==> src/verilog/utsc_params.svh <==
// Register offsets, field positions, reset values and timing counts
`ifndef UTSC_PARAMS_SVH
`define UTSC_PARAMS_SVH
`define UTSC_ADDR_CONTROL 4'h0
`define UTSC_ADDR_COMPARE 4'h1
`define UTSC_ADDR_DUTY 4'h2
`define UTSC_ADDR_STATUS 4'h3
`define UTSC_ADDR_MASK 4'h4
`define UTSC_ADDR_LOWER 4'h5
`define UTSC_ADDR_COUNT 4'h6
`define UTSC_ADDR_SYSCFG 4'h7
`define UTSC_CTL_FF_BIT 0
`define UTSC_CTL_CK_LSB 1
`define UTSC_CTL_RUN_BIT 4
`define UTSC_CTL_MODE_LSB 5
`define UTSC_CTL_RESET 8'h00
`define UTSC_CMP_RESET 8'hFF
`define UTSC_DUTY_RESET 8'h00
`define UTSC_LOWER_RESET 8'h00
`define UTSC_STAT_MATCH 0
`define UTSC_STAT_OVF 1
`define UTSC_SYS_DIVSEL_BIT 0
`define UTSC_SYS_SLOW_BIT 1
`define UTSC_DIV_FC11 11
`define UTSC_DIV_FC7 7
`define UTSC_DIV_FC5 5
`define UTSC_DIV_FC3 3
`define UTSC_DIV_FS3 3
`endif

==> src/verilog/utsc_pkg.sv <==
// Types for the upper timer stage control
package utsc_pkg;
  typedef enum logic [2:0] {
    UTSC_MODE_TIMER8 = 3'b000,
    UTSC_MODE_DIVIDER8 = 3'b001,
    UTSC_MODE_PWM8 = 3'b010,
    UTSC_MODE_RESERVED = 3'b011,
    UTSC_MODE_TIMER16 = 3'b100,
    UTSC_MODE_WARMUP = 3'b101,
    UTSC_MODE_PWM16 = 3'b110,
    UTSC_MODE_PULSE16 = 3'b111
  } utsc_mode_e;
  typedef enum logic [2:0] {
    UTSC_CK_SLOWDIV = 3'b000,
    UTSC_CK_FC7 = 3'b001,
    UTSC_CK_FC5 = 3'b010,
    UTSC_CK_FC3 = 3'b011,
    UTSC_CK_FS = 3'b100,
    UTSC_CK_FC2 = 3'b101,
    UTSC_CK_FC = 3'b110,
    UTSC_CK_PIN = 3'b111
  } utsc_clk_e;
  typedef enum logic [0:0] {
    UTSC_ST_IDLE = 1'b0,
    UTSC_ST_RUN = 1'b1
  } utsc_state_e;
endpackage

==> src/verilog/utsc_prescaler.sv <==
// Free-running prescaler producing one-cycle ticks at power-of-two rates
`timescale 1ns/10ps
module utsc_prescaler #(
  parameter int WIDTH = 12
) (
  // Clock and reset
  input wire logic clock_i,
  input wire logic rst_b_i,
  input wire logic enable_i,
  // Base tick and divided ticks, bit n pulses every 2^n base ticks
  input wire logic tick_i,
  output logic [WIDTH-1:0] tick_o
);
  logic [WIDTH-1:0] count;
  logic [WIDTH-1:0] next_count;
  always_comb begin
    next_count = count;
    if (enable_i && tick_i) begin
      next_count = count + {{(WIDTH-1){1'b0}}, 1'b1};
    end
  end
  always_ff @(posedge clock_i or negedge rst_b_i) begin
    if (!rst_b_i) begin
      count <= '0;
    end else begin
      count <= next_count;
    end
  end
  // Bit n fires as the low n count bits wrap to zero, once per 2^n ticks
  genvar g;
  generate
    for (g = 0; g < WIDTH; g = g + 1) begin : g_tick
      if (g == 0) begin : g_base
        assign tick_o[g] = enable_i & tick_i;
      end else begin : g_div
        assign tick_o[g] = enable_i & tick_i & (count[g-1:0] == {g{1'b1}});
      end
    end
  endgenerate
endmodule

==> src/verilog/utsc_sync.sv <==
// Two-flip-flop synchroniser with rising edge output
`timescale 1ns/10ps
module utsc_sync (
  // Clock and reset
  input wire logic clock_i,
  input wire logic rst_b_i,
  input wire logic enable_i,
  // Asynchronous level in, synchronous edge out
  input wire logic async_i,
  output logic rise_o
);
  logic stage1;
  logic stage2;
  logic stage3;
  logic next_stage1;
  logic next_stage2;
  logic next_stage3;
  always_comb begin
    next_stage1 = enable_i ? async_i : stage1;
    next_stage2 = enable_i ? stage1 : stage2;
    next_stage3 = enable_i ? stage2 : stage3;
  end
  always_ff @(posedge clock_i or negedge rst_b_i) begin
    if (!rst_b_i) begin
      stage1 <= 1'b0;
      stage2 <= 1'b0;
      stage3 <= 1'b0;
    end else begin
      stage1 <= next_stage1;
      stage2 <= next_stage2;
      stage3 <= next_stage3;
    end
  end
  assign rise_o = enable_i & stage2 & ~stage3;
endmodule

==> src/verilog/utsc_top.sv <==
// Upper timer stage control: register file, source select, counter and flag
//
// Behaviour
// One control, compare and duty register.
// Three-bit clock select picks the source.
// Slow modes allow only slow, fs, pin.
// Run zero stops and clears; one starts.
// Three 8-bit modes plus one reserved.
// Four cascaded 16-bit modes.
// Top mode bit: clock by cascade overflow.
// Software sets lower mode to 011.
// 16-bit: lower clock select, upper run.
// Software keeps fields while running.
// Fields take effect at start.
// Preset bit sets output flip-flop start.
// Software keeps compare while running.
// Duty fixed while running except PWM.
// Full fc in slow only warm-up; code blocks fc in slow mode, and warm-up counts cascade overflow.
// Software keeps values within mode ranges.
// Ranges: 1-255, 2-254, 256-65535.
// 8-bit timer match interrupts and clears.
// Mode codes follow list order.
`timescale 1ns/10ps
`include "utsc_params.svh"
module utsc_top #(
  parameter int CNT_WIDTH = 8,
  parameter int PRE_WIDTH = 12
) (
  // Clock, reset and freeze
  input wire logic clock_i,
  input wire logic rst_b_i,
  input wire logic clk_en_i,
  // Register port
  input wire logic [3:0] reg_addr_i,
  input wire logic [7:0] reg_wdata_i,
  input wire logic reg_wr_i,
  input wire logic reg_rd_i,
  output logic [7:0] reg_rdata_o,
  // Clock sources: high and low frequency enables, external count pin
  input wire logic fc_tick_i,
  input wire logic fs_tick_i,
  input wire logic count_pin_i,
  // Cascade from the lower stage
  input wire logic cascade_overflow_i,
  // Stage outputs
  output logic timer_ff_o,
  output logic count_tick_o,
  output logic stage_match_interrupt_o,
  output logic irq_o
);
  logic [7:0] upper_timer_control;
  logic [7:0] upper_compare_value;
  logic [7:0] upper_duty_value;
  logic [7:0] lower_timer_control;
  logic [1:0] syscfg;
  logic [1:0] status;
  logic [1:0] mask;
  logic [CNT_WIDTH-1:0] count;
  logic timer_ff;
  logic [7:0] rdata;
  utsc_pkg::utsc_state_e state;
  logic [7:0] next_upper_timer_control;
  logic [7:0] next_upper_compare_value;
  logic [7:0] next_upper_duty_value;
  logic [7:0] next_lower_timer_control;
  logic [1:0] next_syscfg;
  logic [1:0] next_status;
  logic [1:0] next_mask;
  logic [CNT_WIDTH-1:0] next_count;
  logic next_timer_ff;
  logic [7:0] next_rdata;
  utsc_pkg::utsc_state_e next_state;
  logic [PRE_WIDTH-1:0] fc_div;
  logic [PRE_WIDTH-1:0] fs_div;
  logic pin_rise;
  logic run_bit;
  logic wr_ctl;
  logic [7:0] wdata_ctl;
  utsc_pkg::utsc_mode_e mode;
  utsc_pkg::utsc_clk_e clk_sel;
  utsc_pkg::utsc_clk_e lower_sel;
  logic divider_source_select;
  logic low_speed;
  logic sel_tick;
  logic tick;
  logic match;
  logic ovf;
  utsc_prescaler #(
    .WIDTH(PRE_WIDTH)
  ) u_fc_pre (
    .clock_i(clock_i),
    .rst_b_i(rst_b_i),
    .enable_i(clk_en_i),
    .tick_i(fc_tick_i),
    .tick_o(fc_div)
  );
  utsc_prescaler #(
    .WIDTH(PRE_WIDTH)
  ) u_fs_pre (
    .clock_i(clock_i),
    .rst_b_i(rst_b_i),
    .enable_i(clk_en_i),
    .tick_i(fs_tick_i),
    .tick_o(fs_div)
  );
  utsc_sync u_pin_sync (
    .clock_i(clock_i),
    .rst_b_i(rst_b_i),
    .enable_i(clk_en_i),
    .async_i(count_pin_i),
    .rise_o(pin_rise)
  );
  assign mode = utsc_pkg::utsc_mode_e'(upper_timer_control[`UTSC_CTL_MODE_LSB +: 3]);
  assign clk_sel = utsc_pkg::utsc_clk_e'(upper_timer_control[`UTSC_CTL_CK_LSB +: 3]);
  assign lower_sel = utsc_pkg::utsc_clk_e'(lower_timer_control[`UTSC_CTL_CK_LSB +: 3]);
  assign run_bit = upper_timer_control[`UTSC_CTL_RUN_BIT];
  assign divider_source_select = syscfg[`UTSC_SYS_DIVSEL_BIT];
  assign low_speed = syscfg[`UTSC_SYS_SLOW_BIT];
  assign wr_ctl = reg_wr_i && (reg_addr_i == `UTSC_ADDR_CONTROL);
  assign wdata_ctl = reg_wdata_i;
  // Source selection from the upper clock select
  always_comb begin
    sel_tick = 1'b0;
    case (clk_sel)
      utsc_pkg::UTSC_CK_SLOWDIV: begin
        sel_tick = (divider_source_select || low_speed) ?
          fs_div[`UTSC_DIV_FS3] : fc_div[`UTSC_DIV_FC11];
      end
      utsc_pkg::UTSC_CK_FC7: begin
        sel_tick = !low_speed && fc_div[`UTSC_DIV_FC7];
      end
      utsc_pkg::UTSC_CK_FC5: begin
        sel_tick = !low_speed && fc_div[`UTSC_DIV_FC5];
      end
      utsc_pkg::UTSC_CK_FC3: begin
        sel_tick = !low_speed && fc_div[`UTSC_DIV_FC3];
      end
      utsc_pkg::UTSC_CK_FS: begin
        sel_tick = fs_div[0];
      end
      utsc_pkg::UTSC_CK_FC2: begin
        sel_tick = !low_speed && fc_div[1];
      end
      utsc_pkg::UTSC_CK_FC: begin
        sel_tick = !low_speed && fc_div[0];
      end
      utsc_pkg::UTSC_CK_PIN: begin
        sel_tick = pin_rise;
      end
      default: sel_tick = 1'b0;
    endcase
  end
  // Cascaded modes count on the lower stage overflow only
  assign tick = mode[2] ? cascade_overflow_i : sel_tick;
  assign match = (state == utsc_pkg::UTSC_ST_RUN) && tick &&
    (count == upper_compare_value[CNT_WIDTH-1:0]);
  assign ovf = (state == utsc_pkg::UTSC_ST_RUN) && tick && (&count);
  // Register writes; control fields other than run are accepted only when stopped or at start
  always_comb begin
    next_upper_timer_control = upper_timer_control;
    next_upper_compare_value = upper_compare_value;
    next_upper_duty_value = upper_duty_value;
    next_lower_timer_control = lower_timer_control;
    next_syscfg = syscfg;
    next_mask = mask;
    if (reg_wr_i) begin
      case (reg_addr_i)
        `UTSC_ADDR_CONTROL: begin
          if (run_bit) begin
            next_upper_timer_control[`UTSC_CTL_RUN_BIT] = wdata_ctl[`UTSC_CTL_RUN_BIT];
          end else begin
            next_upper_timer_control = wdata_ctl;
          end
        end
        `UTSC_ADDR_COMPARE: begin
          next_upper_compare_value = reg_wdata_i;
        end
        `UTSC_ADDR_DUTY: begin
          next_upper_duty_value = reg_wdata_i;
        end
        `UTSC_ADDR_LOWER: begin
          next_lower_timer_control = reg_wdata_i;
        end
        `UTSC_ADDR_SYSCFG: begin
          next_syscfg = reg_wdata_i[1:0];
        end
        `UTSC_ADDR_MASK: begin
          next_mask = reg_wdata_i[1:0];
        end
        default: next_syscfg = syscfg;
      endcase
    end
  end
  // Run state, counter and output flip-flop
  always_comb begin
    next_state = state;
    next_count = count;
    next_timer_ff = timer_ff;
    case (state)
      utsc_pkg::UTSC_ST_IDLE: begin
        next_count = '0;
        if (wr_ctl && wdata_ctl[`UTSC_CTL_RUN_BIT]) begin
          next_state = utsc_pkg::UTSC_ST_RUN;
          next_timer_ff = wdata_ctl[`UTSC_CTL_FF_BIT];
        end
      end
      utsc_pkg::UTSC_ST_RUN: begin
        if (wr_ctl && !wdata_ctl[`UTSC_CTL_RUN_BIT]) begin
          next_state = utsc_pkg::UTSC_ST_IDLE;
          next_count = '0;
        end else if (match) begin
          next_count = '0;
          if (mode == utsc_pkg::UTSC_MODE_DIVIDER8) begin
            next_timer_ff = ~timer_ff;
          end
        end else if (tick) begin
          next_count = count + {{(CNT_WIDTH-1){1'b0}}, 1'b1};
        end
        if (mode == utsc_pkg::UTSC_MODE_PWM8 || mode == utsc_pkg::UTSC_MODE_PWM16) begin
          if (tick && count == upper_duty_value[CNT_WIDTH-1:0]) begin
            next_timer_ff = ~upper_timer_control[`UTSC_CTL_FF_BIT];
          end else if (ovf) begin
            next_timer_ff = upper_timer_control[`UTSC_CTL_FF_BIT];
          end
        end
      end
      default: next_state = utsc_pkg::UTSC_ST_IDLE;
    endcase
  end
  // Sticky status, set wins over write-one-to-clear
  always_comb begin
    next_status = status;
    if (reg_wr_i && reg_addr_i == `UTSC_ADDR_STATUS) begin
      next_status = status & ~reg_wdata_i[1:0];
    end
    if (match) begin
      next_status[`UTSC_STAT_MATCH] = 1'b1;
    end
    if (ovf) begin
      next_status[`UTSC_STAT_OVF] = 1'b1;
    end
  end
  // Read data, one cycle after the strobe
  always_comb begin
    next_rdata = 8'h00;
    if (reg_rd_i) begin
      case (reg_addr_i)
        `UTSC_ADDR_CONTROL: next_rdata = upper_timer_control;
        `UTSC_ADDR_COMPARE: next_rdata = upper_compare_value;
        `UTSC_ADDR_DUTY: next_rdata = upper_duty_value;
        `UTSC_ADDR_STATUS: next_rdata = {6'h00, status};
        `UTSC_ADDR_MASK: next_rdata = {6'h00, mask};
        `UTSC_ADDR_LOWER: next_rdata = lower_timer_control;
        `UTSC_ADDR_COUNT: next_rdata = 8'(count);
        `UTSC_ADDR_SYSCFG: next_rdata = {6'h00, syscfg};
        default: next_rdata = 8'h00;
      endcase
    end
  end
  // Register file
  always_ff @(posedge clock_i or negedge rst_b_i) begin
    if (!rst_b_i) begin
      upper_timer_control <= `UTSC_CTL_RESET;
      upper_compare_value <= `UTSC_CMP_RESET;
      upper_duty_value <= `UTSC_DUTY_RESET;
      lower_timer_control <= `UTSC_LOWER_RESET;
      syscfg <= 2'h0;
      mask <= 2'h0;
    end else if (clk_en_i) begin
      upper_timer_control <= next_upper_timer_control;
      upper_compare_value <= next_upper_compare_value;
      upper_duty_value <= next_upper_duty_value;
      lower_timer_control <= next_lower_timer_control;
      syscfg <= next_syscfg;
      mask <= next_mask;
    end
  end
  // Run state, counter and output flip-flop
  always_ff @(posedge clock_i or negedge rst_b_i) begin
    if (!rst_b_i) begin
      count <= '0;
      timer_ff <= 1'b0;
      state <= utsc_pkg::UTSC_ST_IDLE;
    end else if (clk_en_i) begin
      count <= next_count;
      timer_ff <= next_timer_ff;
      state <= next_state;
    end
  end
  // Sticky status
  always_ff @(posedge clock_i or negedge rst_b_i) begin
    if (!rst_b_i) begin
      status <= 2'h0;
    end else if (clk_en_i) begin
      status <= next_status;
    end
  end
  // Read data register
  always_ff @(posedge clock_i or negedge rst_b_i) begin
    if (!rst_b_i) begin
      rdata <= 8'h00;
    end else if (clk_en_i) begin
      rdata <= next_rdata;
    end
  end
  assign reg_rdata_o = rdata;
  assign timer_ff_o = timer_ff;
  assign count_tick_o = tick && (state == utsc_pkg::UTSC_ST_RUN);
  assign stage_match_interrupt_o = status[`UTSC_STAT_MATCH];
  assign irq_o = |(status & mask);
  logic unused_lower;
  assign unused_lower = &{1'b0, lower_sel};
endmodule
==> config.mk <==
export PLATFORM = sky130hd
export DESIGN_NAME = utsc_top
export DESIGN_NICKNAME = d
export VERILOG_FILES = /design/src/verilog/utsc_pkg.sv /design/src/verilog/utsc_prescaler.sv /design/src/verilog/utsc_sync.sv /design/src/verilog/utsc_top.sv
export VERILOG_INCLUDE_DIRS = /design/src /design/src/verilog
export SDC_FILE = /design/constraint.sdc
export NUM_CORES = 1
export LEC_CHECK = 0
export BUFFER_PORTS_ARGS = -buffer_cell sky130_fd_sc_hd__buf_4
export CORE_MARGIN = 2
export CORE_UTILIZATION = 44
export DETAILED_ROUTE_END_ITERATION = 6
export PLACE_DENSITY = 0.72
export SKIP_LAST_GASP = 1
export SYNTH_ARGS = -nofsm -noshare
export SYNTH_HDL_FRONTEND = slang
export SYNTH_SLANG_ARGS = --single-unit
export TNS_END_PERCENT = 5
==> constraint.sdc <==
create_clock -name clock_i -period 2.3 [get_ports clock_i]
set_clock_uncertainty 0.2 [all_clocks]
set_input_delay 0.345 -clock clock_i [delete_from_list [all_inputs] [get_ports clock_i]]
set_output_delay 0.345 -clock clock_i [all_outputs]
set_load 0.05 [all_outputs]
==> Word level (Yosys, flattened, before mapping) <==
Cells that the tools add are included.
{ "totals": {"latch_bits": 0, "out_inout_bits": 12, "n_memories": 0, "ramBits": 0, "mem_bits_ro": 0, "reg_bits": 83} }
{ "classes": {"n_eq_ne": 26, "n_addsub": 3, "reduce_logical": 36, "multipliers": 0, "div_mod_pow": 0, "muxes": 23, "n_bitwise": 18, "shift": 0, "order_cmp": 0} }
{ "op_table": {"columns": ["op", "n"], "rows": [
  ["8-bit case mux with 8 select lines", 1],
  ["8-bit 2-to-1 mux", 4],
  ["12-bit by 1-bit adder with 12-bit output (second input constant)", 2],
  ["3-bit == test (second input constant)", 7],
  ["3-bit AND reduction", 6],
  ["4-bit by 3-bit == test with 1-bit output (second input constant)", 4],
  ["8-bit == test", 2],
  ["8-bit case mux with 2 select lines", 1],
  ["1-bit logical AND", 15],
  ["1-bit 2-to-1 mux", 13],
  ["11-bit == test (second input constant)", 1],
  ["1-bit bitwise AND", 10],
  ["3-bit by 2-bit == test with 1-bit output (second input constant)", 3],
  ["8-bit by 1-bit adder with 8-bit output (second input constant)", 1],
  ["4-bit by 2-bit == test with 1-bit output (second input constant)", 2],
  ["1-bit case mux with 8 select lines", 1],
  ["2-bit AND reduction", 4],
  ["8-bit AND reduction", 1],
  ["7-bit == test (second input constant)", 1],
  ["3-bit by 1-bit == test with 1-bit output (second input constant)", 2],
  ["5-bit == test (second input constant)", 1],
  ["1-bit inverter", 5],
  ["2-bit bitwise AND", 2],
  ["4-bit by 1-bit == test with 1-bit output (second input constant)", 1],
  ["12 further kinds", 16]
]} }

==> Depth between registers and ports, before layout <==
Gate-level depths: netlist (run 1).
{ "depth": {"word_depth": 13, "ltp_mapped": 10, "mapped_depth_nobuf": 9} }

==> Hierarchy <==
Synthesis (run 1) repeated with hierarchy kept, for this count alone.
{ "unflattened": {"cells_unflattened": 429, "area_unflattened_um2": 4700.8} }
{ "modules_own_cells": {"columns": ["module", "area_per_inst_um2", "cells_each", "instances"], "rows": [
  ["utsc_top", 3365.7, 318, 1],
  ["utsc_prescaler", 608.1, 52, 2],
  ["utsc_sync", 118.9, 7, 1]
]} }

==> Worst setup path after synthesis (run 1) <==
Ideal clock, no wire load.
{ "synth_path": {"path_kind": "register -> output", "start": "reg u_fc_pre.count[0]", "end": "out count_tick_o", "stages_incl_launch_ff": 10, "path_slack_ns": -0.380, "t_required_ns": 1.755, "t_arrival_ns": 2.135, "path_buffers": 1, "path_cell_list": "dfrtp_1 > ha_1 > and3_1 > ha_1 > mux2_2 > a21oi_1 > a211oi_1 > o21a_1 > buf_2 > and2_1"} }
{ "synth_between": {"elab_chain_cells": 6, "word_cells_on_any_way": 17, "classes_between": "4 x eq/ne; 3 x mux; 5 x bitwise; 5 x reduce/logical"} }
{ "synth_lines": {"columns": ["item", "line", "source"], "rows": [
  ["from (decl)", "utsc_prescaler.sv:14", "logic [WIDTH-1:0] count;"],
  ["from (signal assigned)", "utsc_prescaler.sv:26", "count <= next_count;"],
  ["11-bit == test, or another cell as far along", "utsc_prescaler.sv:36", "assign tick_o[g] = enable_i & tick_i & (count[g-1:0] == {g{1'b1}});"],
  ["1-bit bitwise AND", "utsc_prescaler.sv:36", null],
  ["1-bit 2-to-1 mux, or another cell as far along", "utsc_top.sv:126", "sel_tick = (divider_source_select || low_speed) ?"],
  ["1-bit case mux with 8 select lines *", "utsc_top.sv:124", "case (clk_sel)"],
  ["1-bit 2-to-1 mux *", "utsc_top.sv:154", "assign tick = mode[2] ? cascade_overflow_i : sel_tick;"],
  ["1-bit logical AND *", "utsc_top.sv:308", "assign count_tick_o = tick && (state == utsc_pkg::UTSC_ST_RUN);"],
  ["to (decl)", "utsc_top.sv:47", "output logic count_tick_o,"]
]} }
Mark *: on every way between the ends. The rest lies on a longest branch, timed or not.

==> Worst setup path in the final report (run 1) <==
Same ends and word-level chain as after synthesis.

==> reports/metrics.cfg, run 1 <==
[detailed_routing]
firstDrtPassIters=7
via_count=3168
ant_nets=0
wl_per_cell_um=18.36
first_iter_violations=288
drc=0
wirelength_mm=9.729
via_per_inst=5.977

[critical_path]
startpoint_type=register
arrival_ns=2.27
crit_fanout=2
crit_path_end_kind=output port
required_ns=1.75
critPathKind=reg -> out

[clock_network]
clk-insertion-delay-late_ns=0.35
cts_root_buf=clkbuf_8
cts_buffers=9
clkSinkCount=73
h-tree-depth=3
cts_buffer_depth=2
clkTransAtPathRegs_ns=0.07
cts_tree=done

[logic_synthesis]
avgSynthCellArea_um2=10.89
synthCells=357
yosysUniqueCellTypes=56
synth_nets=384
yosys_warnings=0
seq_area_frac_synth=0.4725
synth_edf_count=0
ys_async_sr_fraction=1.000
yosys_most_used_dff=dfrtp_1
syn-cell-area_um2=3887
ys_ff_latch=73

[cells_and_area]
area_growth_pct=19.54
multi_input_area_um2=1942
final-seq-area_um2=1837
final_cell_mix=dfrtp_1, buf_4, mux2_2, nand2_1, xnor2_1
drive_above_1_share=0.3507
fin_nets=444
n_antenna_cell=0
utilization=0.5381
layout_commonest_cell=dfrtp_1
nFillCells=751

[global_route]
grt-ovfl-total=0
grt_pass1_wl_mm=16.08
first_global_vias=3124
antenna_found_initial=0
grt_usage=0.2135
grt_max_degree=40

[power]
peakVddDrop_v=0.0004025
p_per_area_nw_per_um2=797.8
power_w=0.003707
p_leak_nw=2.033

[sta]
relSlewSlack=0.3802
finalCritPeriodShare=1.224
layout_min_cycle_time_ns=2.816
hold_slack_ns=0.02657
rsz0062_at_grt=yes
hold_violations=0
max_freq_mhz=355.1
tightest_slew_ns=0.9277
finalSetupViolCount=12
maxSlewViolCount=0
setup_ws_ns=-0.5160

[placed_design]
pre_cts_ws_ns=-0.2195
dp_hpwl_mm=7.187
io_buffers=32
place_congestion=0.8999

[status]
status=finished, violations left
violations=negative setup slack

[die]
core-area_um2=8636
initial_core_util=0.4502
die_w_um=98.00
die_h_um=98.00
dieArea_um2=9603
num_rows=34
ios=33

[flow_run]
max_cap_violations=0

[hold_path]
hp-class=in -> reg

synthesized netlist by cell type, types with 2 or more instances:
library cell  number  share of area
dfrtp_1           65           0.42
mux2_2            43           0.12
nand2_1           26          0.025
xnor2_1           24          0.054
a31oi_1           16          0.026
inv_1             14          0.014
nor2_1            14          0.014
nand3_1           10          0.013
o22ai_1           10          0.016
a21oi_1            9          0.012
and3_1             8          0.013
buf_2              8          0.010
dfstp_2            8          0.054
o21ai_0            8          0.010
nand3b_1           7          0.014
nand4_1            7          0.011
a22o_1             6          0.014
ha_1               6          0.019
mux2i_1            6          0.015
clkbuf_1           5         0.0048
a22oi_1            4         0.0077
nand4b_1           4         0.0090
nand2b_1           3         0.0048
nor2b_1            3         0.0048
and2_1             2         0.0032
buf_1              2         0.0019
clkbuf_2           2         0.0026
nor3_1             2         0.0026
nor3b_1            2         0.0039
nor4_1             2         0.0032
o21ai_1            2         0.0026
o31ai_1            2         0.0039
o32ai_1            2         0.0045
or3_1              2         0.0032
or4_1              2         0.0039
state kept, by name (all words and copies together) (netlist names), named ones only:
register,cells
reg_rdata_o,8
u_pin_sync.stage1,1
timer_ff_o,1
upper_compare_value,8
u_fc_pre.count,11
upper_duty_value,8
count,8
u_pin_sync.stage2,1
status,2
u_fs_pre.count,3
u_pin_sync.stage3,1
syscfg,2
mask,2
lower_timer_control,8
upper_timer_control,8
logic make-up (layout without fill, tap and decap cells):
logic type / after synthesis / after routing / share of synthesized area
simple gates: 102 / 102 / 0.1509
flops: 73 / 73 / 0.4725
compound gates: 68 / 68 / 0.1181
mux: 50 / 50 / 0.1458
buf+inv: 33 / 98 / 0.03701
xor+xnor: 25 / 25 / 0.05632
fa+ha+maj: 6 / 6 / 0.01931
worst max-delay path: stages (launching register included):
cell and delay (ns):
dfrtp_1 0.39, ha_2 0.20, and3_4 0.19, ha_4 0.15
mux2_4 0.26, a21oi_2 0.13, a211oi_2 0.09, o21a_1 0.21
and2_4 0.16, buf_6 0.14
repair_timing:
item                                    4_1_cts  5_1_grt
setup buffers                                 2        3
endpoints found under the hold margin        34        0
pin swaps                                     1        2
hold buffers                                  1        0
resized for setup                             1        0
endpoints found under the setup margin       12       12
final cells by class:
cell class	count	share of cell area
inverters	15	0.01212
well taps	108	0.02908
flip-flops and latches	73	0.3953
multi-input cells	251	0.4179
repair buffers	67	0.1123
clock buffers	12	0.02908
clock inverters	4	0.004308
final timing paths:
| check | end | cells past startpoint | from | slack (ns) |
|---|---|---|---|---|
| max | count_tick_o | 9 | u_fc_pre.count[0]$_DFFE_PN0P_ | -0.52 |
| min | u_pin_sync.stage1$_DFFE_PN0P_ | 2 | count_pin_i | 0.03 |
| max reg2reg | count[6]$_DFFE_PN0P_ | 12 | u_fc_pre.count[0]$_DFFE_PN0P_ | -0.43 |
| min reg2reg | u_fc_pre.count[6]$_DFFE_PN0P_ | 1 | u_fc_pre.count[6]$_DFFE_PN0P_ | 0.27 |
| max in group asynchronous | upper_compare_value[6]$_DFFE_PN1P_ | 3 | rst_b_i | 0.94 |
| min in group asynchronous | u_fs_pre.count[0]$_DFFE_PN0P_ | 2 | rst_b_i | 0.32 |
where the power goes:
part | switching (W) | total (W) | internal, W
clock network | 0.000467 | 0.000852 | 0.000386
registers | 0.000236 | 0.00178 | 0.00154
logic | 0.000516 | 0.00108 | 0.000562
metrics by stage:
stage | setup TNS (ns) | area [µm²] | std cells
CTS | -3.201 | 4624 | 527
floorplan | -0.1872 | 3929 | 357
global route | -6.015 | 4647 | 530
finish | -4.703 | 4647 | 530
detailed placement | -1.990 | 4441 | 508
global placement | -1.153 | 4441 | 508
layer usage:
metal	GRT usage	routed length (µm)	share of wire	vias up
met5	0	0	0	-
met4	0.1026	345	0.035	0
met3	0.04152	516	0.053	28
met2	0.3161	4483	0.46	128
met1	0.3017	4384	0.45	1584
li1	-	-	-	1428
(Power assumes the default switching activity.)
==> run 2, diff against run 1 <==
--- a/config.mk
+++ b/config.mk
@@ -10,7 +10,9 @@
 export CORE_MARGIN = 2
 export CORE_UTILIZATION = 44
 export DETAILED_ROUTE_END_ITERATION = 6
+export GPL_TIMING_DRIVEN = 0
 export PLACE_DENSITY = 0.72
+export REMOVE_ABC_BUFFERS = 1
 export SKIP_LAST_GASP = 1
 export SYNTH_ARGS = -nofsm -noshare
 export SYNTH_HDL_FRONTEND = slang
==> run 2 against run 1 <==
The run still ends with negative setup slack left. Global-route usage decreased by 1.4 points. Register-to-register slack better by 0.03 ns. Core utilization is 2.2 points lower. Final area shrank 4.1%. Total power fell by 0.52%. Worst hold slack better by 0.0077 ns. Worst setup slack got worse by 0.075 ns. Flip-flop and latch count is the same. Count of clock-buffer cells in the layout up 1. Routed wire length fell by 5.0%. Non-clock buffer count down 27.
==> reports/metrics.cfg, run 2 (synthesis gave the netlist of run 1 again) <==
[status]
status=finished, violations left  ; unchanged
violations=negative setup slack  ; unchanged

[cells_and_area]
area_growth_pct=14.61  ; was 19.54%
final_cell_area_um2=4456  ; was 4647 µm²
top_register=u_fc_pre.count  ; unchanged
n_antenna_cell=0  ; unchanged
final_cell_mix=dfrtp_1, mux2_2, buf_4, nand2_1, xnor2_1  ; was dfrtp_1, buf_4, mux2_2, nand2_1, xnor2_1
final_cells=503  ; was 530
fin_nets=417  ; was 444
drive_above_1_share=0.3114  ; was 0.3507
largest_register_ffs=11  ; unchanged
layout_commonest_cell=dfrtp_1  ; unchanged

[hold_path]
hp-class=in -> reg  ; unchanged

[sta]
hold_violations=0  ; unchanged
finalCritPeriodShare=1.257  ; was 1.224
setup_ws_ns=-0.5908  ; was -0.5160 ns
layout_min_cycle_time_ns=2.891  ; was 2.816 ns
relSlewSlack=0.3057  ; was 0.3802
rsz0062_at_grt=yes  ; unchanged
maxSlewViolCount=0  ; unchanged
finalSetupViolCount=12  ; unchanged
max_freq_mhz=345.9  ; was 355.1 MHz
tightest_slew_ns=1.039  ; was 0.9277 ns

[critical_path]
cpPeakStageDelay_ns=0.38  ; was 0.39 ns
path_cells=ha_2 > and3_4 > ha_4 > mux2_4 > a21oi_2 > a211oi_2 > o21a_2 > and2_4 > buf_8  ; was ha_2 > and3_4 > ha_4 > mux2_4 > a21oi_2 > a211oi_2 > o21a_1 > and2_4 > buf_6
slowest_stage=dfrtp_1  ; unchanged
crit_fanout=2  ; unchanged
critPathKind=reg -> out  ; unchanged
startpoint_type=register  ; unchanged
crit_path_end_kind=output port  ; unchanged
required_ns=1.75  ; about the same
arrival_ns=2.35  ; was 2.27 ns

[power]
peakVddDrop_v=0.0003429  ; was 0.0004025 V
p_int_w=0.002487  ; was 0.002488 W
p_clk_frac=0.247  ; was 0.230
p_per_area_nw_per_um2=827.7  ; was 797.8 nW/µm²
swShare=0.3257  ; was 0.3289
power_frac_comb=0.268  ; was 0.291
netSwitchingPower_w=0.001201  ; was 0.001219 W
p_leak_nw=1.901  ; was 2.033 nW
power_frac_seq=0.486  ; was 0.479

[global_route]
grt-ovfl-total=0  ; unchanged
grt_usage=0.1992  ; was 0.2135
grt_max_degree=74  ; was 40
antenna_found_initial=0  ; unchanged
grt_pass1_wl_mm=15.02  ; was 16.08 mm
first_global_vias=2884  ; was 3,124

[placed_design]
placed_area_um2=4175  ; was 4441 µm²
dp_cells=479  ; was 508
place_congestion=0.9152  ; was 0.8999
dp_hpwl_mm=6.496  ; was 7.187 mm
io_buffers=32  ; unchanged

[die]
num_rows=34  ; unchanged
core-area_um2=8636  ; unchanged
initial_core_util=0.4502  ; unchanged
ios=33  ; unchanged
die_h_um=98.00  ; unchanged
die_w_um=98.00  ; unchanged
dieArea_um2=9603  ; unchanged

[detailed_routing]
wl_per_cell_um=18.37  ; was 18.36 µm
via_per_inst=5.851  ; was 5.977
first_iter_violations=185  ; was 288
firstDrtPassIters=5  ; was 7
via_count=2943  ; was 3,168
ant_nets=0  ; unchanged
wirelength_mm=9.239  ; was 9.729 mm
drc=0  ; unchanged

[clock_network]
cts_root_buf=clkbuf_8  ; unchanged
clkSinkCount=73  ; unchanged
cts_tree=done  ; unchanged
cts_buffers=9  ; unchanged
cts_buffer_depth=2  ; unchanged
clk-insertion-delay-late_ns=0.35  ; about the same
h-tree-depth=3  ; unchanged
clkTransAtPathRegs_ns=0.07  ; about the same

[flow_run]
max_cap_violations=0  ; unchanged

-- run 2: changes by cell type in the layout (fill, tap and decap cells not counted), sizes merged --
cell | before | now
buf | 66 | 39
clkbuf | 12 | 13
clkinv | 4 | 3
-- run 2: final timing paths --
path	cells after the start	to	slack [ns]	start
max	9	count_tick_o	-0.59	u_fc_pre.count[1]$_DFFE_PN0P_
min	2	u_pin_sync.stage1$_DFFE_PN0P_	0.03	count_pin_i
max reg2reg	10	count[5]$_DFFE_PN0P_	-0.40	u_fc_pre.count[1]$_DFFE_PN0P_
min reg2reg	1	u_fc_pre.count[6]$_DFFE_PN0P_	0.26	u_fc_pre.count[6]$_DFFE_PN0P_
max in group asynchronous	2	u_pin_sync.stage1$_DFFE_PN0P_	0.82	rst_b_i
min in group asynchronous	2	u_fs_pre.count[2]$_DFFE_PN0P_	0.46	rst_b_i
-- run 2: critical path: cells and delay by family (launching register included) --
kind                     cells  cell delay, ns
multiplexers                 1            0.27
buffers and inverters        1            0.14
adder cells (fa/ha/maj)      2            0.34
AO/OA/AOI/OAI                3            0.51
AND/OR/NAND/NOR              2            0.35
flip-flops                   1            0.38
-- run 2: repair_timing --
item,4_1_cts,5_1_grt
gates resized for setup,11,0
pin swaps,4,3
setup endpoints to repair,12,12
setup buffers,6,1
hold buffers,1,0
endpoints found under the hold margin,65,0
-- run 2: final cells by class --
class	count	area [µm²]
timing repair buffer	40	310.3
clock inverter	3	15.01
sequential	73	1837
clock buffer	13	158.9
tap	108	135.1
fill	756	4180
inverter	15	56.30
multi-input combinational	251	1943
-- run 2: stage by stage --
step	TNS (ns)	util	hold slack, ns	total power (W)	worst slack, ns
4_1_cts	-2.945	0.5151	0.02680	0.003670	-0.5466
5_1_grt	-4.855	0.5159	0.03223	0.003878	-0.6391
3_3_place_gp	-4.427	0.4835	0.2558	0.002632	-0.5543
3_5_place_dp	-4.735	0.4835	0.2557	0.002679	-0.5700
2_1_floorplan	-1.221	-	-0.1506	0.002361	-0.3548
6_report	-3.648	0.5159	0.03431	0.003688	-0.5908
-- run 2: metal layers --
metal  part of all wire  wire length (µm)  global-route usage  vias up
met4              0.024               226             0.08654        0
met5                  0                 0                   0        -
li1                   -                 -                   -     1378
met3              0.053               486             0.04868       19
met1               0.46              4235              0.2745     1446
met2               0.46              4290              0.3008      100
-- run 2: power by group through the flow --
stage	Sequential [W]	Combinational (W)	Clock (W)
after global placement	0.00179	0.000840	0
after floorplan	0.00179	0.000573	0
after global routing	0.00182	0.00108	0.000976
after CTS	0.00178	0.000965	0.000923
final	0.00179	0.000987	0.000910
after detailed placement	0.00180	0.000874	0
==> run 3, diff against run 2 <==
--- a/config.mk
+++ b/config.mk
@@ -7,14 +7,17 @@
 export NUM_CORES = 1
 export LEC_CHECK = 0
 export BUFFER_PORTS_ARGS = -buffer_cell sky130_fd_sc_hd__buf_4
+export CELL_PAD_IN_SITES_DETAIL_PLACEMENT = 1
+export CELL_PAD_IN_SITES_GLOBAL_PLACEMENT = 1
 export CORE_MARGIN = 2
 export CORE_UTILIZATION = 44
 export DETAILED_ROUTE_END_ITERATION = 6
 export GPL_TIMING_DRIVEN = 0
-export PLACE_DENSITY = 0.72
+export PLACE_DENSITY = 0.84
 export REMOVE_ABC_BUFFERS = 1
 export SKIP_LAST_GASP = 1
 export SYNTH_ARGS = -nofsm -noshare
 export SYNTH_HDL_FRONTEND = slang
+export SYNTH_HIERARCHICAL = 1
 export SYNTH_SLANG_ARGS = --single-unit
 export TNS_END_PERCENT = 5
==> run 3 against run 2 <==
The run still ends with negative setup slack left. Synthesized cell count grew 7.6%. Sequential power is essentially flat. Count of clock-buffer cells in the layout shrank 3. Non-clock buffer count shrank 3. First-iteration DRC count shrank 3.2%. Combinational power shrank 10%.
==> reports/metrics.cfg, run 3 <==
[status]
status=finished, violations left  ; unchanged
violations=negative setup slack  ; unchanged

[sta]
setup_ws_ns=-0.8667  ; was -0.5908 ns
finalCritPeriodShare=1.377  ; was 1.257
max_freq_mhz=315.8  ; was 345.9 MHz
relSlewSlack=0.3734  ; was 0.3057
finalSetupViolCount=12  ; unchanged
layout_min_cycle_time_ns=3.167  ; was 2.891 ns
rsz0062_at_grt=yes  ; unchanged
tightest_slew_ns=0.9400  ; was 1.039 ns
maxSlewViolCount=0  ; unchanged
hold_violations=0  ; unchanged

[placed_design]
pre_cts_ws_ns=-1.106  ; was -0.5700 ns
dp_cells=522  ; was 479
dp_hpwl_mm=7.394  ; was 6.496 mm
place_congestion=0.8578  ; was 0.9152
placed_area_um2=4441  ; was 4175 µm²
io_buffers=32  ; unchanged

[power]
power_frac_comb=0.240  ; was 0.268
power_frac_seq=0.481  ; was 0.486
p_leak_nw=2.025  ; was 1.901 nW
peakVddDrop_v=0.0004387  ; was 0.0003429 V
p_int_w=0.002463  ; was 0.002487 W
swShare=0.3340  ; was 0.3257
netSwitchingPower_w=0.001235  ; was 0.001201 W
p_per_area_nw_per_um2=787.9  ; was 827.7 nW/µm²
p_clk_frac=0.279  ; was 0.247

[critical_path]
startpoint_type=register  ; unchanged
crit_path_end_kind=output port  ; unchanged
required_ns=1.75  ; about the same
crit_fanout=3  ; was 2
arrival_ns=2.62  ; was 2.35 ns
critPathKind=reg -> out  ; unchanged

[global_route]
grt_max_degree=74  ; unchanged
grt-ovfl-total=0  ; unchanged
first_global_vias=3483  ; was 2,884
antenna_found_initial=0  ; unchanged
grt_usage=0.2260  ; was 0.1992
grt_pass1_wl_mm=17.90  ; was 15.02 mm

[cells_and_area]
top_register=u_fc_pre/count  ; was u_fc_pre.count
area_growth_pct=11.27  ; was 14.61%
final_cells=542  ; was 503
drive_above_1_share=0.3075  ; was 0.3114
fin_nets=436  ; was 417
layout_commonest_cell=dfrtp_1  ; unchanged
final_cell_area_um2=4693  ; was 4456 µm²
n_antenna_cell=0  ; unchanged
largest_register_ffs=11  ; unchanged
final_cell_mix=dfrtp_1, mux2_2, buf_4, nand2_1, inv_1  ; was dfrtp_1, mux2_2, buf_4, nand2_1, xnor2_1

[flow_run]
max_cap_violations=0  ; unchanged

[clock_network]
clk-insertion-delay-late_ns=0.36  ; was 0.35 ns
h-tree-depth=3  ; unchanged
cts_buffers=9  ; unchanged
cts_buffer_depth=2  ; unchanged
cts_tree=done  ; unchanged
clkTransAtPathRegs_ns=0.08  ; was 0.07 ns
cts_root_buf=clkbuf_8  ; unchanged
clkSinkCount=73  ; unchanged

[die]
die_h_um=101.9  ; was 98.00 µm
initial_core_util=0.4543  ; was 0.4502
core-area_um2=9284  ; was 8636 µm²
dieArea_um2=10380  ; was 9603 µm²
num_rows=35  ; was 34
ios=33  ; unchanged
die_w_um=101.9  ; was 98.00 µm

[logic_synthesis]
avgSynthCellArea_um2=10.98  ; was 10.89 µm²
synthCells=384  ; was 357
yosys_warnings=6  ; was 0
syn-cell-area_um2=4218  ; was 3887 µm²

[detailed_routing]
via_per_inst=5.869  ; was 5.851
via_count=3181  ; was 2,943
wirelength_mm=10.84  ; was 9.239 mm
drc=0  ; unchanged
ant_nets=0  ; unchanged
first_iter_violations=179  ; was 185
firstDrtPassIters=4  ; was 5
wl_per_cell_um=20.00  ; was 18.37 µm

[hold_path]
hp-class=in -> reg  ; unchanged

==> run 3: power by group through the flow <==
stage	combinational, W	sequential (W)	clock [W]
floorplan	0.000543	0.00178	0
global placement	0.000803	0.00177	0
detailed placement	0.000843	0.00180	0
CTS	0.000895	0.00177	0.00106
global route	0.000987	0.00181	0.00111
finish	0.000888	0.00178	0.00103
==> run 3: repair_timing <==
item | in CTS | in global routing
endpoints found under the hold margin | 65 | 0
buffers inserted | 3 | 0
pin swaps | 4 | 0
resized for setup | 6 | 0
endpoints found under the setup margin | 12 | 18
hold buffers | 1 | 0
==> run 3: final cells by class <==
cell class | count | area [µm²]
Inverter | 20 | 75.07
Timing Repair Buffer | 37 | 284.0
Clock inverter | 6 | 67.56
Sequential cell | 73 | 1837
Multi-Input combinational cell | 267 | 2141
Clock buffer | 10 | 127.6
Tap cell | 129 | 161.4
Fill cell | 1056 | 4591
==> run 3: worst max-delay path, stage by stage, from the launching register on <==
cell     delay (ns)
dfrtp_1        0.39
ha_2           0.21
nand3_4        0.10
nor3_2         0.06
and2_1         0.17
mux2i_1        0.14
nor4b_1        0.08
or4_4          0.54
o32ai_4        0.30
nor2_1         0.10
buf_6          0.16
==> run 3: final timing paths <==
path	from	end	slack, ns	cells past startpoint
worst max-delay path	u_fc_pre/count[0]$_DFFE_PN0P_	count_tick_o	-0.87	10
worst min-delay path	count_pin_i	u_pin_sync/stage1$_DFFE_PN0P_	0.02	2
worst max register to register	u_fc_pre/count[0]$_DFFE_PN0P_	count[6]$_DFFE_PN0P_	-0.76	11
worst min register to register	u_fs_pre/count[0]$_DFFE_PN0P_	u_fs_pre/count[0]$_DFFE_PN0P_	0.29	1
max in group asynchronous	rst_b_i	upper_timer_control[3]$_DFFE_PN0P_	0.83	2
min in group asynchronous	rst_b_i	count[0]$_DFFE_PN0P_	0.48	2
==> run 3: routing by layer <==
metal | global-route usage | wire [µm]
met3 | 0.04446 | 435
met4 | 0.1036 | 257
met2 | 0.3836 | 5508
met1 | 0.2785 | 4637
met5 | 0 | 0
==> run 3: metrics by stage <==
step	hold WS (ns)	setup TNS [ns]	total power (W)	util
finish	0.02471	-8.057	0.003698	0.5055
global route	0.01776	-10.21	0.003910	0.5055
CTS	0.008304	-7.990	0.003726	0.5055
detailed placement	0.2766	-15.12	0.002643	0.4783
global placement	0.2490	-13.01	0.002578	0.4768
floorplan	-0.1506	-6.635	0.002320	-
